$ cat config.mk
export PLATFORM = sky130hd
export DESIGN_NAME = clock_source_pll_failsafe
export DESIGN_NICKNAME = d
export VERILOG_FILES = /design/src/logic/clk_ctrl_pkg.sv /design/src/logic/clock_div_gen.sv /design/src/logic/legacy_wdog.sv /design/src/logic/clock_source_pll_failsafe.sv
export SDC_FILE = /design/constraint.sdc
export NUM_CORES = 1
export LEC_CHECK = 0
export BUFFER_PORTS_ARGS = -buffer_cell sky130_fd_sc_hd__buf_4
export CAP_MARGIN = 0
export CORE_MARGIN = 4
export CORE_UTILIZATION = 43
export CTS_CLUSTER_DIAMETER = 80
export DETAILED_ROUTE_END_ITERATION = 16
export GPL_TIMING_DRIVEN = 0
export SYNTH_ARGS = -nofsm -noshare
export SYNTH_HDL_FRONTEND = slang
export SYNTH_SLANG_ARGS = --single-unit
$ cat constraint.sdc
create_clock -name clk -period 6.3 [get_ports clk]
set_clock_uncertainty 0.15 [all_clocks]
set_input_delay 0.63 -clock clk [delete_from_list [all_inputs] [get_ports clk]]
set_output_delay 0.63 -clock clk [all_outputs]
set_load 0.005 [all_outputs]
$ cat src/logic/clk_ctrl_pkg.sv
// constants, register map and types for the clock source and fail-safe block
package clk_ctrl_pkg;

	// clock rate and times
	localparam int CLK_FREQ_KHZ   = 250_000;
	localparam int LOCK_TIME_MS   = 1;
	localparam int LOCK_CYCLES    = LOCK_TIME_MS * CLK_FREQ_KHZ;
	localparam int LIMP_FREQ_KHZ  = 3_000;
	localparam int LIMP_DIV       = CLK_FREQ_KHZ / LIMP_FREQ_KHZ;
	localparam int MISS_TIME_NS   = 1_000;
	localparam int MISS_CYCLES    = MISS_TIME_NS * (CLK_FREQ_KHZ / 1_000) / 1_000;
	localparam int WDOG_PULSE_OSC = 512;

	// widths
	localparam int MULT_W = 4;
	localparam int ADDR_W = 8;

	// register offsets
	localparam logic [7:0] OFF_SRC_CTRL   = 8'h00;
	localparam logic [7:0] OFF_EXT_CFG    = 8'h04;
	localparam logic [7:0] OFF_MULT_CTRL  = 8'h08;
	localparam logic [7:0] OFF_MULT_STATE = 8'h0C;
	localparam logic [7:0] OFF_NMI_FLAG   = 8'h10;
	localparam logic [7:0] OFF_NMI_CLEAR  = 8'h14;
	localparam logic [7:0] OFF_NMI_FORCE  = 8'h18;
	localparam logic [7:0] OFF_FT_PERIOD  = 8'h1C;
	localparam logic [7:0] OFF_FT_COUNT   = 8'h20;
	localparam logic [7:0] OFF_WD_KEY     = 8'h24;
	localparam logic [7:0] OFF_WD_CTRL    = 8'h28;
	localparam logic [7:0] OFF_WD_COUNT   = 8'h2C;

	// clock_source_control_reg fields
	localparam int SC_EXT_OFF  = 0;
	localparam int SC_XTAL_OFF = 1;
	localparam int SC_OSCA_OFF = 2;
	localparam int SC_OSCB_OFF = 3;
	localparam int SC_CORE_LO  = 4;
	localparam int SC_WD_SRC   = 6;
	localparam int SC_T2_SRC   = 7;
	localparam int SC_FAIL_SEL = 8;
	// ext_clock_config_reg field
	localparam int EC_PIN_SEL  = 0;
	// multiplier_state_reg fields
	localparam int MS_LOCKED   = 0;
	localparam int MS_PDOWN    = 1;
	localparam int MS_MISSING  = 3;
	localparam int MS_DIV_LO   = 7;
	// nonmask flag fields
	localparam int NF_NONMASK_INTERRUPT_FLAG    = 0;
	localparam int NF_FAIL     = 1;
	// watchdog control field
	localparam int WC_DISABLE  = 0;

	// reset values, watchdog keys and response codes
	localparam logic [15:0] FT_PERIOD_RST = 16'hFFFF;
	localparam logic [1:0]  OUTPUT_DIVIDER_SELECT_RST    = 2'h0;
	localparam logic [7:0]  WD_KEY_ARM    = 8'h55;
	localparam logic [7:0]  WD_KEY_CLEAR  = 8'hAA;
	localparam logic [7:0]  WD_MAX        = 8'hFF;
	localparam logic [1:0]  RESP_OKAY     = 2'h0;
	localparam logic [1:0]  RESP_SLVERR   = 2'h2;

	typedef enum logic [1:0] {
		SRC_OSC_A = 2'h0,
		SRC_OSC_B = 2'h1,
		SRC_XTAL  = 2'h2,
		SRC_EXT   = 2'h3
	} core_src_t;

	typedef enum logic [1:0] {
		KEY_IDLE  = 2'b01,
		KEY_ARMED = 2'b10
	} key_state_t;

endpackage

$ cat src/logic/clock_div_gen.sv
// multiplier emulation and output divider producing the core clock enable
`timescale 1ns/1ps
module clock_div_gen
	import clk_ctrl_pkg::*;
#(
	parameter int CREDIT_W = 5
) (
	// clock and reset
	input  wire logic              clk,
	input  wire logic              rst_n,
	// clock events
	input  wire logic              src_tick,
	input  wire logic              limp_tick,
	input  wire logic              limp_on,
	// setting
	input  wire logic              mult_on,
	input  wire logic [MULT_W-1:0] mult_n,
	input  wire logic [1:0]        output_divider_select,
	// result
	output logic                   core_en
);

	logic [CREDIT_W-1:0] credit_r;
	logic [CREDIT_W-1:0] add;
	logic [1:0]          div_cnt_r;
	logic [1:0]          div_last;
	logic                tick;

	// each input edge yields n pulses when multiplying, one otherwise
	always_comb begin
		add = '0;
		if (limp_on ? limp_tick : src_tick) begin
			add = mult_on && !limp_on ? CREDIT_W'(mult_n) : CREDIT_W'(1);
		end
	end

	assign tick = credit_r != '0;

	always_comb begin
		case (output_divider_select)
			2'h2:    div_last = 2'h1;
			2'h3:    div_last = 2'h0;
			default: div_last = 2'h3;
		endcase
	end

	always_ff @(posedge clk) begin
		if (!rst_n) begin
			credit_r <= '0;
		end else begin
			credit_r <= credit_r + add - CREDIT_W'(tick);
		end
	end

	always_ff @(posedge clk) begin
		if (!rst_n) begin
			div_cnt_r <= 2'h0;
			core_en   <= 1'b0;
		end else if (tick) begin
			if (div_cnt_r >= div_last) begin
				div_cnt_r <= 2'h0;
				core_en   <= 1'b1;
			end else begin
				div_cnt_r <= div_cnt_r + 2'h1;
				core_en   <= 1'b0;
			end
		end else begin
			core_en <= 1'b0;
		end
	end
endmodule // clock_div_gen

$ cat src/logic/legacy_wdog.sv
// key-serviced 8-bit watchdog with a 512 oscillator-clock output pulse
`timescale 1ns/1ps
module legacy_wdog
	import clk_ctrl_pkg::*;
(
	// clock and reset
	input  wire logic       clk,
	input  wire logic       rst_n,
	// oscillator edge and control
	input  wire logic       osc_tick,
	input  wire logic       hold,
	input  wire logic       disable_cnt,
	// key writes
	input  wire logic       key_wr,
	input  wire logic [7:0] key_data,
	// status
	output logic [7:0]      count,
	output logic            wd_pulse
);

	key_state_t key_st;
	logic [8:0] pulse_cnt_r;
	logic       clr_w;

	assign clr_w = key_wr && key_data == WD_KEY_CLEAR && key_st == KEY_ARMED;

	always_ff @(posedge clk) begin
		if (!rst_n) begin
			key_st <= KEY_IDLE;
		end else if (key_wr) begin
			case (key_st)
				KEY_IDLE:  key_st <= key_data == WD_KEY_ARM ? KEY_ARMED : KEY_IDLE;
				KEY_ARMED: key_st <= key_data == WD_KEY_CLEAR ? KEY_IDLE : KEY_ARMED;
				default:   key_st <= KEY_IDLE;
			endcase
		end
	end

	always_ff @(posedge clk) begin
		if (!rst_n) begin
			count <= 8'h00;
		end else if (clr_w) begin
			count <= 8'h00;
		end else if (osc_tick && !hold && !disable_cnt && !wd_pulse) begin
			count <= count == WD_MAX ? 8'h00 : count + 8'h01;
		end
	end

	always_ff @(posedge clk) begin
		if (!rst_n) begin
			wd_pulse    <= 1'b0;
			pulse_cnt_r <= 9'h000;
		end else if (!wd_pulse) begin
			pulse_cnt_r <= 9'h000;
			wd_pulse    <= osc_tick && !hold && !disable_cnt && !clr_w && count == WD_MAX;
		end else if (osc_tick) begin
			pulse_cnt_r <= pulse_cnt_r + 9'h001;
			wd_pulse    <= pulse_cnt_r != 9'(WDOG_PULSE_OSC - 1);
		end
	end
endmodule // legacy_wdog

$ cat src/logic/clock_source_pll_failsafe.sv
// clock source selection, multiplier modes, missing-clock fail-safe and register slave
`timescale 1ns/1ps

module clock_source_pll_failsafe
	import clk_ctrl_pkg::*;
#(
	parameter int LOCK_CYC = LOCK_CYCLES,
	parameter int MISS_CYC = MISS_CYCLES,
	parameter int LIMP_CYC = LIMP_DIV
) (
	// clock and reset
	input  wire logic              clk,
	input  wire logic              rst_n,
	// axi4-lite write address and data
	input  wire logic [ADDR_W-1:0] awaddr,
	input  wire logic              awvalid,
	output logic                   awready,
	input  wire logic [31:0]       wdata,
	input  wire logic [3:0]        wstrb,
	input  wire logic              wvalid,
	output logic                   wready,
	// axi4-lite write response
	output logic [1:0]             bresp,
	output logic                   bvalid,
	input  wire logic              bready,
	// axi4-lite read
	input  wire logic [ADDR_W-1:0] araddr,
	input  wire logic              arvalid,
	output logic                   arready,
	output logic [31:0]            rdata,
	output logic [1:0]             rresp,
	output logic                   rvalid,
	input  wire logic              rready,
	// oscillator and clock pins
	input  wire logic              osc_a_pin,
	input  wire logic              osc_b_pin,
	input  wire logic              xtal_pins,
	input  wire logic              gpio19_pin,
	input  wire logic              gpio38_pin,
	// clock enables and events
	output logic                   system_clock_out,
	output logic                   timer2_clock_en,
	output logic                   limp_active,
	output logic                   nonmask_interrupt_flag,
	output logic                   fail_reset,
	output logic                   wdog_reset
);

	////////////////////////////////////////////////////////////////////////
	// pin synchronisers
	logic [4:0] pin_in;
	logic [4:0] pin_s1_r;
	logic [4:0] pin_s2_r;
	logic [4:0] pin_d_r;
	logic [4:0] pin_edge;

	assign pin_in = {gpio38_pin, gpio19_pin, xtal_pins, osc_b_pin, osc_a_pin};

	for (genvar i = 0; i < 5; i++) begin : g_sync
		always_ff @(posedge clk) begin
			if (!rst_n) begin
				pin_s1_r[i] <= 1'b0;
				pin_s2_r[i] <= 1'b0;
				pin_d_r[i]  <= 1'b0;
			end else begin
				pin_s1_r[i] <= pin_in[i];
				pin_s2_r[i] <= pin_s1_r[i];
				pin_d_r[i]  <= pin_s2_r[i];
			end
		end
		assign pin_edge[i] = pin_s2_r[i] && !pin_d_r[i];
	end

	////////////////////////////////////////////////////////////////////////
	// registers
	logic              ext_off_r, xtal_off_r, osca_off_r, oscb_off_r;
	core_src_t         core_src_r;
	logic              wd_src_r, t2_src_r, fail_sel_r, pin_sel_r;
	logic [MULT_W-1:0] mult_n_r;
	logic              pdown_r;
	logic [1:0]        output_divider_select_r;
	logic              missing_clock_flag_r, clock_fail_flag_r;
	logic [15:0]       ft_period_r, ft_cnt_r;
	logic              wd_disable_r;
	logic [7:0]        wd_count;
	logic              locked_r;
	logic [31:0]       lock_cnt_r;

	// axi write side
	logic              aw_got_r, w_got_r;
	logic [ADDR_W-1:0] awaddr_q;
	logic [31:0]       wdata_q;
	logic [3:0]        wstrb_q;
	logic              wr_en;
	logic [31:0]       wmask, wval;
	logic [7:0]        woff, roff;

	function automatic logic mapped(input logic [7:0] off);
		mapped = off[1:0] == 2'h0 && off <= OFF_WD_COUNT;
	endfunction

	assign wr_en = aw_got_r && w_got_r && !bvalid;
	assign woff  = 8'(awaddr_q);
	assign roff  = 8'(araddr);
	assign wmask = {{8{wstrb_q[3]}}, {8{wstrb_q[2]}}, {8{wstrb_q[1]}}, {8{wstrb_q[0]}}};
	assign wval  = wdata_q & wmask;

	always_ff @(posedge clk) begin
		if (!rst_n) begin
			awready  <= 1'b0;
			wready   <= 1'b0;
			aw_got_r <= 1'b0;
			w_got_r  <= 1'b0;
			awaddr_q <= '0;
			wdata_q  <= 32'h0000_0000;
			wstrb_q  <= 4'h0;
			bvalid   <= 1'b0;
			bresp    <= RESP_OKAY;
		end else begin
			awready <= awvalid && !awready && !aw_got_r && !bvalid;
			wready  <= wvalid && !wready && !w_got_r && !bvalid;
			if (awvalid && awready) begin
				aw_got_r <= 1'b1;
				awaddr_q <= awaddr;
			end
			if (wvalid && wready) begin
				w_got_r <= 1'b1;
				wdata_q <= wdata;
				wstrb_q <= wstrb;
			end
			if (wr_en) begin
				aw_got_r <= 1'b0;
				w_got_r  <= 1'b0;
				bvalid   <= 1'b1;
				bresp    <= mapped(woff) ? RESP_OKAY : RESP_SLVERR;
			end else if (bvalid && bready) begin
				bvalid <= 1'b0;
			end
		end
	end

	// software control bits
	always_ff @(posedge clk) begin
		if (!rst_n) begin
			{ext_off_r, xtal_off_r, osca_off_r, oscb_off_r} <= 4'h0;
			core_src_r   <= SRC_OSC_A;
			{wd_src_r, t2_src_r, fail_sel_r, pin_sel_r} <= 4'h0;
			ft_period_r  <= FT_PERIOD_RST;
			wd_disable_r <= 1'b0;
		end else if (wr_en && woff == OFF_SRC_CTRL) begin
			ext_off_r  <= wmask[SC_EXT_OFF] ? wdata_q[SC_EXT_OFF] : ext_off_r;
			xtal_off_r <= wmask[SC_XTAL_OFF] ? wdata_q[SC_XTAL_OFF] : xtal_off_r;
			osca_off_r <= wmask[SC_OSCA_OFF] ? wdata_q[SC_OSCA_OFF] : osca_off_r;
			oscb_off_r <= wmask[SC_OSCB_OFF] ? wdata_q[SC_OSCB_OFF] : oscb_off_r;
			core_src_r <= wmask[SC_CORE_LO] ? core_src_t'(wdata_q[SC_CORE_LO +: 2]) : core_src_r;
			wd_src_r   <= wmask[SC_WD_SRC] ? wdata_q[SC_WD_SRC] : wd_src_r;
			t2_src_r   <= wmask[SC_T2_SRC] ? wdata_q[SC_T2_SRC] : t2_src_r;
			fail_sel_r <= wmask[SC_FAIL_SEL] ? wdata_q[SC_FAIL_SEL] : fail_sel_r;
		end else if (wr_en && woff == OFF_EXT_CFG && wstrb_q[0]) begin
			pin_sel_r <= wdata_q[EC_PIN_SEL];
		end else if (wr_en && woff == OFF_FT_PERIOD) begin
			ft_period_r <= (ft_period_r & ~wmask[15:0]) | wval[15:0];
		end else if (wr_en && woff == OFF_WD_CTRL && wstrb_q[0]) begin
			wd_disable_r <= wdata_q[WC_DISABLE];
		end
	end

	// multiplier registers survive fail resets
	always_ff @(posedge clk) begin
		if (!rst_n || wdog_reset) begin
			mult_n_r <= '0;
			pdown_r  <= 1'b0;
			output_divider_select_r <= OUTPUT_DIVIDER_SELECT_RST;
		end else if (wr_en && woff == OFF_MULT_CTRL && wstrb_q[0]) begin
			mult_n_r <= wdata_q[MULT_W-1:0];
		end else if (wr_en && woff == OFF_MULT_STATE) begin
			pdown_r  <= wmask[MS_PDOWN] ? wdata_q[MS_PDOWN] : pdown_r;
			output_divider_select_r <= wmask[MS_DIV_LO] ? wdata_q[MS_DIV_LO +: 2] : output_divider_select_r;
		end
	end

	// relock timer after any multiplier control write with byte lane 0 enabled
	always_ff @(posedge clk) begin
		if (!rst_n || wdog_reset) begin
			lock_cnt_r <= 32'h0000_0000;
			locked_r   <= 1'b0;
		end else if (wr_en && woff == OFF_MULT_CTRL && wstrb_q[0]) begin
			lock_cnt_r <= 32'h0000_0000;
			locked_r   <= 1'b0;
		end else if (!locked_r) begin
			lock_cnt_r <= lock_cnt_r + 32'h0000_0001;
			locked_r   <= lock_cnt_r == 32'(LOCK_CYC - 1);
		end
	end

	////////////////////////////////////////////////////////////////////////
	// source selection
	logic osca_tick, oscb_tick, xtal_tick, ext_tick, core_tick, wd_tick;

	assign osca_tick = pin_edge[0] && !osca_off_r;
	assign oscb_tick = pin_edge[1] && !oscb_off_r;
	assign xtal_tick = pin_edge[2] && !xtal_off_r;
	assign ext_tick  = !ext_off_r && (pin_sel_r ? pin_edge[4] : pin_edge[3]);
	assign wd_tick   = wd_src_r ? oscb_tick : osca_tick;

	always_comb begin
		case (core_src_r)
			SRC_OSC_A: core_tick = osca_tick;
			SRC_OSC_B: core_tick = oscb_tick;
			SRC_XTAL:  core_tick = xtal_tick;
			SRC_EXT:   core_tick = ext_tick;
			default:   core_tick = 1'b0;
		endcase
	end

	always_ff @(posedge clk) begin
		if (!rst_n) begin
			timer2_clock_en <= 1'b0;
		end else begin
			timer2_clock_en <= t2_src_r ? oscb_tick : osca_tick;
		end
	end

	////////////////////////////////////////////////////////////////////////
	// missing clock, limp clock and fail flags
	logic [15:0] miss_cnt_r, limp_cnt_r;
	logic        miss_evt, fail_evt, limp_tick, flag_force, ft_fire;

	assign miss_evt   = !core_tick && miss_cnt_r == 16'(MISS_CYC - 1) && !missing_clock_flag_r;
	assign fail_evt   = miss_evt && !pdown_r;
	assign flag_force = wr_en && woff == OFF_NMI_FORCE && wval[NF_FAIL];
	assign limp_tick  = limp_cnt_r == 16'(LIMP_CYC - 1);
	assign ft_fire    = clock_fail_flag_r && ft_cnt_r == ft_period_r;

	always_ff @(posedge clk) begin
		if (!rst_n) begin
			miss_cnt_r <= 16'h0000;
			limp_cnt_r <= 16'h0000;
			limp_active <= 1'b0;
		end else begin
			miss_cnt_r <= core_tick ? 16'h0000 : miss_cnt_r + 16'(miss_cnt_r != 16'(MISS_CYC - 1));
			limp_cnt_r <= limp_tick ? 16'h0000 : limp_cnt_r + 16'h0001;
			limp_active <= missing_clock_flag_r && !pdown_r;
		end
	end

	always_ff @(posedge clk) begin
		if (!rst_n) begin
			missing_clock_flag_r   <= 1'b0;
			clock_fail_flag_r      <= 1'b0;
			nonmask_interrupt_flag <= 1'b0;
		end else begin
			if (miss_evt) begin
				missing_clock_flag_r <= 1'b1;
			end else if (wr_en && woff == OFF_MULT_STATE && wval[MS_MISSING]) begin
				missing_clock_flag_r <= 1'b0;
			end
			if (fail_evt || flag_force) begin
				clock_fail_flag_r      <= 1'b1;
				nonmask_interrupt_flag <= 1'b1;
			end else if (wr_en && woff == OFF_NMI_CLEAR) begin
				clock_fail_flag_r      <= clock_fail_flag_r && !wval[NF_FAIL];
				nonmask_interrupt_flag <= nonmask_interrupt_flag && !wval[NF_NONMASK_INTERRUPT_FLAG];
			end
		end
	end

	// fail timer
	always_ff @(posedge clk) begin
		if (!rst_n) begin
			ft_cnt_r   <= 16'h0000;
			fail_reset <= 1'b0;
		end else begin
			ft_cnt_r   <= clock_fail_flag_r && !ft_fire ? ft_cnt_r + 16'h0001 : 16'h0000;
			fail_reset <= (fail_evt && fail_sel_r) || (ft_fire && !fail_sel_r);
		end
	end

	////////////////////////////////////////////////////////////////////////
	// core clock and watchdog
	clock_div_gen u_div (
		.clk       (clk),
		.rst_n     (rst_n),
		.src_tick  (core_tick),
		.limp_tick (limp_tick),
		.limp_on   (limp_active),
		.mult_on   (mult_n_r != '0 && locked_r && !pdown_r),
		.mult_n    (mult_n_r),
		.output_divider_select    (output_divider_select_r),
		.core_en   (system_clock_out)
	);

	legacy_wdog u_wdog (
		.clk         (clk),
		.rst_n       (rst_n),
		.osc_tick    (wd_tick),
		.hold        (missing_clock_flag_r),
		.disable_cnt (wd_disable_r),
		.key_wr      (wr_en && woff == OFF_WD_KEY && wstrb_q[0]),
		.key_data    (wdata_q[7:0]),
		.count       (wd_count),
		.wd_pulse    (wdog_reset)
	);

	////////////////////////////////////////////////////////////////////////
	// axi read side
	logic [31:0] rd_val;

	always_comb begin
		rd_val = 32'h0000_0000;
		case (roff)
			OFF_SRC_CTRL:   rd_val = 32'({fail_sel_r, t2_src_r, wd_src_r, core_src_r,
				oscb_off_r, osca_off_r, xtal_off_r, ext_off_r});
			OFF_EXT_CFG:    rd_val = 32'(pin_sel_r);
			OFF_MULT_CTRL:  rd_val = 32'(mult_n_r);
			OFF_MULT_STATE: rd_val = 32'({output_divider_select_r, 3'h0, missing_clock_flag_r, 1'b0,
				pdown_r, locked_r});
			OFF_NMI_FLAG:   rd_val = 32'({clock_fail_flag_r, nonmask_interrupt_flag});
			OFF_FT_PERIOD:  rd_val = 32'(ft_period_r);
			OFF_FT_COUNT:   rd_val = 32'(ft_cnt_r);
			OFF_WD_CTRL:    rd_val = 32'(wd_disable_r);
			OFF_WD_COUNT:   rd_val = 32'(wd_count);
			default:        rd_val = 32'h0000_0000;
		endcase
	end

	always_ff @(posedge clk) begin
		if (!rst_n) begin
			arready <= 1'b0;
			rvalid  <= 1'b0;
			rdata   <= 32'h0000_0000;
			rresp   <= RESP_OKAY;
		end else begin
			arready <= arvalid && !arready && !rvalid;
			if (arvalid && arready) begin
				rvalid <= 1'b1;
				rdata  <= rd_val;
				rresp  <= mapped(roff) ? RESP_OKAY : RESP_SLVERR;
			end else if (rvalid && rready) begin
				rvalid <= 1'b0;
			end
		end
	end
endmodule // clock_source_pll_failsafe

# Yosys cells after proc, flatten, opt, wreduce, memory -nomap -nowiden
# Index checks and enable logic that the tools add are counted.
word_totals:
  latch_bits: 0
  word_cells: 260
  reg_bits: 233
  ram_bits: 0
  mem_bits_ro: 0
  mem_count: 0
  output_inout_bits: 47
op_classes:
  multipliers: 0
  n_bitwise: 9
  muxes: 30
  order_cmp: 3
  add_sub_neg: 9
  shifts: 0
  n_eq_ne: 32
  reduce_logical: 117
  n_div: 0
op_table:
  columns: ["op", "n"]
  rows:
  - ["$pmux 16 s9", 1]
  - ["$logic_and 1x1->1", 61]
  - ["$eq 8x5->1 const B", 5]
  - ["$eq 8x6->1 const B", 5]
  - ["$add 16x1->16 const B", 2]
  - ["$add 32x1->32 const B", 1]
  - ["$and 16x16->16", 2]
  - ["$eq 32x18->1 const B", 1]
  - ["$eq 8x4->1 const B", 4]
  - ["$logic_not 1->1", 28]
  - ["$mux 1", 18]
  - ["$add 16x1->16", 1]
  - ["$eq 16x16->1", 1]
  - ["$eq 16x7->1 const B", 1]
  - ["$eq 16x8->1 const B", 1]
  - ["$eq 8x3->1 const B", 2]
  - ["$eq 8x8->1 const B", 2]
  - ["$le 8x6->1 const B", 2]
  - ["$logic_not 8->1", 2]
  - ["$ne 16x8->1 const B", 1]
  - ["$not 16->16", 1]
  - ["$or 16x16->16", 1]
  - ["$reduce_and 2->1", 6]
  - ["$eq 2x2->1 const B", 5]
  - ["other kinds (24)", 46]

# Depth between registers and ports, before layout
logic_depth:
  ltp_word: 11
  depth_mapped: 12
  ltp_nobuf: 12

# Cells and area by module
# From an unflattened synthesis, not the netlist that was laid out.
hier_totals:
  cells_unflattened: 1112
  hier_area_um2: 9924.5
by_module_without_submodules:
  columns: ["mod", "n_inst", "area_each_um2", "seq_area_each_um2", "cells_per_inst"]
  rows:
  - ["clock_source_pll_failsafe", 1, 8365.5, 3743.6, 939]
  - ["legacy_wdog", 1, 974.7, 400.4, 102]
  - ["clock_div_gen", 1, 584.3, 160.2, 71]

# Least setup slack after synthesis
# No wires, ideal clock.
synth_timing:
  path_kind: "register -> register"
  startpoint: "reg oscb_off_r"
  endpoint: "reg u_div.credit_r[4]"
  period_less_slack_ns: 3.132
  slack_ns: 3.168
  required_ns: 6.035
  stages_incl_launch_ff: 13
  path_buffers: 0
  arrival_time_ns: 2.867
  cell_sequence: "dfxtp_1 -> or3b_2 -> mux2i_1 -> o22ai_1 -> nor4b_1 -> nand2_1 -> ha_1 -> inv_1 -> fa_1 -> a21o_1 -> a21oi_1 -> xnor2_1 -> and2_1"
synth_via:
  elab_chain_cells: 7
synth_lines:
  columns: ["element", "line", "text"]
  rows:
  - ["start, declared", "clock_source_pll_failsafe.sv:76", "logic ext_off_r, xtal_off_r, osca_off_r, oscb_off_r;"]
  - ["start signal, assigned", "clock_source_pll_failsafe.sv:154", "oscb_off_r <= wmask[SC_OSCB_OFF] ? wdata_q[SC_OSCB_OFF] : oscb_off_r;"]
  - ["$logic_not 1->1", "clock_source_pll_failsafe.sv:201", "assign oscb_tick = pin_edge[1] && !oscb_off_r;"]
  - ["$logic_and 1x1->1", "clock_source_pll_failsafe.sv:201", null]
  - ["$pmux 1 s4", "clock_source_pll_failsafe.sv:207", "case (core_src_r)"]
  - ["$mux 1", "clock_div_gen.sv:32", "if (limp_on ? limp_tick : src_tick) begin"]
  - ["$mux 5", "clock_div_gen.sv:32", null]
  - ["$add 5x5->5", "clock_div_gen.sv:51", "credit_r <= credit_r + add - CREDIT_W'(tick);"]
  - ["$sub 5x1->5", "clock_div_gen.sv:51", null]
  - ["end signal, assigned", "clock_div_gen.sv:51", null]
  - ["end, declared", "clock_div_gen.sv:23", "logic [CREDIT_W-1:0] credit_r;"]
# No other way between the ends.
# A chain may end at the register's enable or synchronous reset.

# Worst setup path in the final report
# Same ends and word-level chain as after synthesis.

==> flow_summary_export.csv <==
group,metric,value,unit
floorplanning,die_area,0.0249,mm²
timing,period_minus_slack,3.76,ns
worst_setup_path,r2r-end,"u_div.credit_r[4]",
yosys,synth_area_leaders,"dfxtp_1 (45%), nand2_1 (5.3%), xor2_1 (5.0%)",
floorplanning,die_h,158,µm
floorplanning,num_rows,54,
min_path,whs_endpoint,"pin_s1_r[3]",
detailed_routing,drt_pass1_iterations,6,
placement,io_buffer_count,72,
global_route,grt_antenna_before_repair,0,
detailed_routing,postRouteAntennaNets,0,
worst_setup_path,path_class,"reg2reg",
clock_tree,clock-root-buffer,"clkbuf_16",
yosys,yosys_warnings,0,
worst_setup_path,start_kind,"flip-flop",
timing,worst_slew_pin_slew,1.26,ns
detailed_routing,wl,22700,µm
cells_and_area,area_growth,18.7,%
floorplanning,initial_core_util,44.0,%
global_route,grt_util_all_layers,18.2,%
clock_tree,worst_skew_pair.late_latency,0.51,ns
clock_tree,ctsHtreeMaxLevel,1,
min_path,worstHoldStart,"gpio19_pin",
yosys,ys_seq_elements,215,
worst_setup_path,rrSetupSlack,2.54,ns
floorplanning,dieWidth,158,µm
yosys,synth_edf_count,0,
clock_tree,path_clk_slew,0.06,ns
cells_and_area,final_nets,1315,
worst_setup_path,r2r_cells,12,
clock_tree,cts_buffer_depth,3,
timing,drv_slew,0,
floorplanning,core_area,0.0220,mm²
power,leakagePower,4.32,nW
timing,relSlewSlack,14.9,%
power,design_power_total,0.00317,W
worst_setup_path,worst_setup_path_end_kind,"flip-flop",
worst_setup_path,worstPathRequired,6.55,ns
global_route,grt_pass1_vias,7328,
global_route,overflow,0,
timing,rsz0062_at_grt,"false",
yosys,synth_top_area_share,44.5,%
timing,timing.final.crit_share,59.7,%
yosys,synth-async-reset-ratio,0,%
cells_and_area,fillers,2116,
cells_and_area,drive_above_1_share,11.6,%
yosys,synth-seq-area-share,44.5,%
timing,fin_tns_setup,0,ns
placement,globalplace.congestion,0.813,
global_route,grt_pass1_wl,37400,µm
timing,setup_viol,0,
power,irDropWorstVdd,150,µV
worst_setup_path,critical_path_arrival,4.01,ns
timing,fmax,266,MHz
detailed_routing,routedWlPerCell,14.9,µm
worst_setup_path,crit_fanout,7,
status,status,"completed",
clock_tree,cts_tree,"built",
yosys,synthesis.area,0.00967,mm²
detailed_routing,vias,7907,
min_path,holdPathStages,2,
clock_tree,cts_buffers,24,
clock_tree,cts_resized,0,
clock_tree,post_cts_buffers,0,
yosys,synth_area_per_cell,8.68,µm²
yosys,synthesis.instances,1114,
yosys,synthFlopType,"dfxtp_1",
clock_tree,cts_hold_buf,0,
detailed_routing,drc_errors,0,
global_route,grt_max_degree,14,
timing,hold_violations,0,
worst_setup_path,timing.rr.start,"oscb_off_r",
flow_run,max_cap_viol_count,0,
detailed_routing,drt_iter0_drc,429,
detailed_routing,via_per_inst,5.18,
yosys,ys_types,60,
power,pwr_density_cell,276,mW/mm²
cells_and_area,num_antenna_cells,0,
placement,hpwl,16700,µm
yosys,yosys.area.top_type,"dfxtp_1",
min_path,min_path_type,"in2reg",
floorplanning,pin_count,111,
clock_tree,cts.sinks,215,
## critical path, stage by stage, from the launching register on
cell,delay (ns)
dfxtp_1,0.38
or3b_2,0.50
mux2i_1,0.28
o22ai_1,0.28
nor4b_1,0.50
nand2_1,0.14
ha_1,0.30
inv_1,0.06
fa_1,0.46
a21o_1,0.19
a21oi_1,0.18
xnor2_1,0.08
and2_1,0.15
## Yosys cell counts, drive strengths merged (3+ instances only)
cell and n:
ha 21, a22o 6, dfxtp 215, nand3b 4, a21oi 55, nor4 23
nand4 29, and2 24, buf 24, nor3b 6, a211oi 3, or3b 4
a222oi 5, xor2 55, nor4bb 3, a32oi 3, and4 13, o21ai 28
mux2i 33, nand3 55, o31ai 3, a21o 3, nor2 126, clkbuf 47
nor4b 12, nor2b 6, a22oi 10, inv 29, xnor2 47, nand2 137
mux2 3, and3 10, nor3 27, nand2b 10, or3 10
## power by group
group | leakage [nW] | internal [W] | switching, W
clock | 0.415 | 0.000905 | 0.000550
sequential | 1.74 | 0.00140 | 0.0000260
combinational | 2.17 | 0.000136 | 0.000150
total | 4.32 | 0.00244 | 0.000726
## sequential cells by signal, summed over array words and instances (netlist names), 4 cells and up, named ones only
| name | flops |
|---|---|
| ft_cnt_r | 16 |
| wdata_q | 16 |
| u_wdog.pulse_cnt_r | 9 |
| lock_cnt_r | 32 |
| pin_s1_r | 5 |
| pin_s2_r | 5 |
| rdata | 16 |
| miss_cnt_r | 16 |
| mult_n_r | 4 |
| u_wdog.count | 8 |
| pin_d_r | 5 |
| awaddr_q | 8 |
| limp_cnt_r | 16 |
| u_div.credit_r | 5 |
## metal layers
metal  global-route usage, %  wire length (µm)  up-vias
met3                    2.71              1010       26
met1                    27.6             11700     3663
met2                    27.8              9750      167
met4                    3.33               324        0
met5                       0                 0        -
li1                        -                 -     4051
## cell type report
| cell class | instances | area [µm²] | share of cell area [%] |
|---|---|---|---|
| Clock inverter | 9 | 134 | 1.17 |
| Sequential cell | 215 | 4300 | 37.5 |
| Tap cell | 280 | 350 | 3.05 |
| Inverter | 29 | 109 | 0.949 |
| Timing Repair Buffer | 72 | 541 | 4.71 |
| Multi-Input combinational cell | 816 | 4990 | 43.5 |
| Clock buffer | 34 | 708 | 6.17 |
| Buffer | 71 | 335 | 2.92 |
## stage by stage
| stage | hold WS (ns) | area (µm²) | cells | util [%] | worst slack, ns |
|---|---|---|---|---|---|
| CTS | 0.164 | 11500 | 1526 | 52.2 | 2.58 |
| global route | 0.176 | 11500 | 1526 | 52.2 | 2.30 |
| finish | 0.178 | 11500 | 1526 | 52.2 | 2.54 |
| global placement | 0.270 | 10600 | 1483 | 48.4 | 2.69 |
| floorplan | 0.262 | 9730 | 1131 | - | 3.17 |
| detailed placement | 0.271 | 10600 | 1483 | 48.4 | 2.62 |
## how the worst max path moves through the flow
stage          slack, ns           endpoint  depth (start not counted)        from
2_1_floorplan       3.17  u_div.credit_r[4]                         12  oscb_off_r
3_3_place_gp        2.69  u_div.credit_r[4]                         12  oscb_off_r
3_5_place_dp        2.62  u_div.credit_r[4]                         12  oscb_off_r
5_1_grt             2.30  u_div.credit_r[4]                         12  oscb_off_r
6_report            2.54  u_div.credit_r[4]                         12  oscb_off_r
4_1_cts             2.58  u_div.credit_r[4]                         12  oscb_off_r
## kinds of logic (layout without fill, tap and decap cells)
family                   count (synthesis)  after routing  synth area share (%)
buffers and inverters                  100            215                  4.59
AO/OA/AOI/OAI                          132            132                  8.74
adder cells (fa/ha/maj)                 22             22                  2.93
other                                    1             18                0.0388
flip-flops                             215            215                  44.5
AND/OR/NAND/NOR                        506            506                  26.2
multiplexers                            36             36                  3.77
XOR/XNOR                               102            102                  9.24
## cell usage in the layout, fill, tap and decap left out, drive strengths merged, types with 24 or more instances in the layout
cell type  count
buf           96
and2          24
inv           29
o21ai         28
nand3         55
nor2         126
dfxtp        215
xor2          55
clkbuf        81
nand2        137
mux2i         33
nand4         29
a21oi         55
xnor2         47
nor3          27
(Power assumes the default switching activity.)
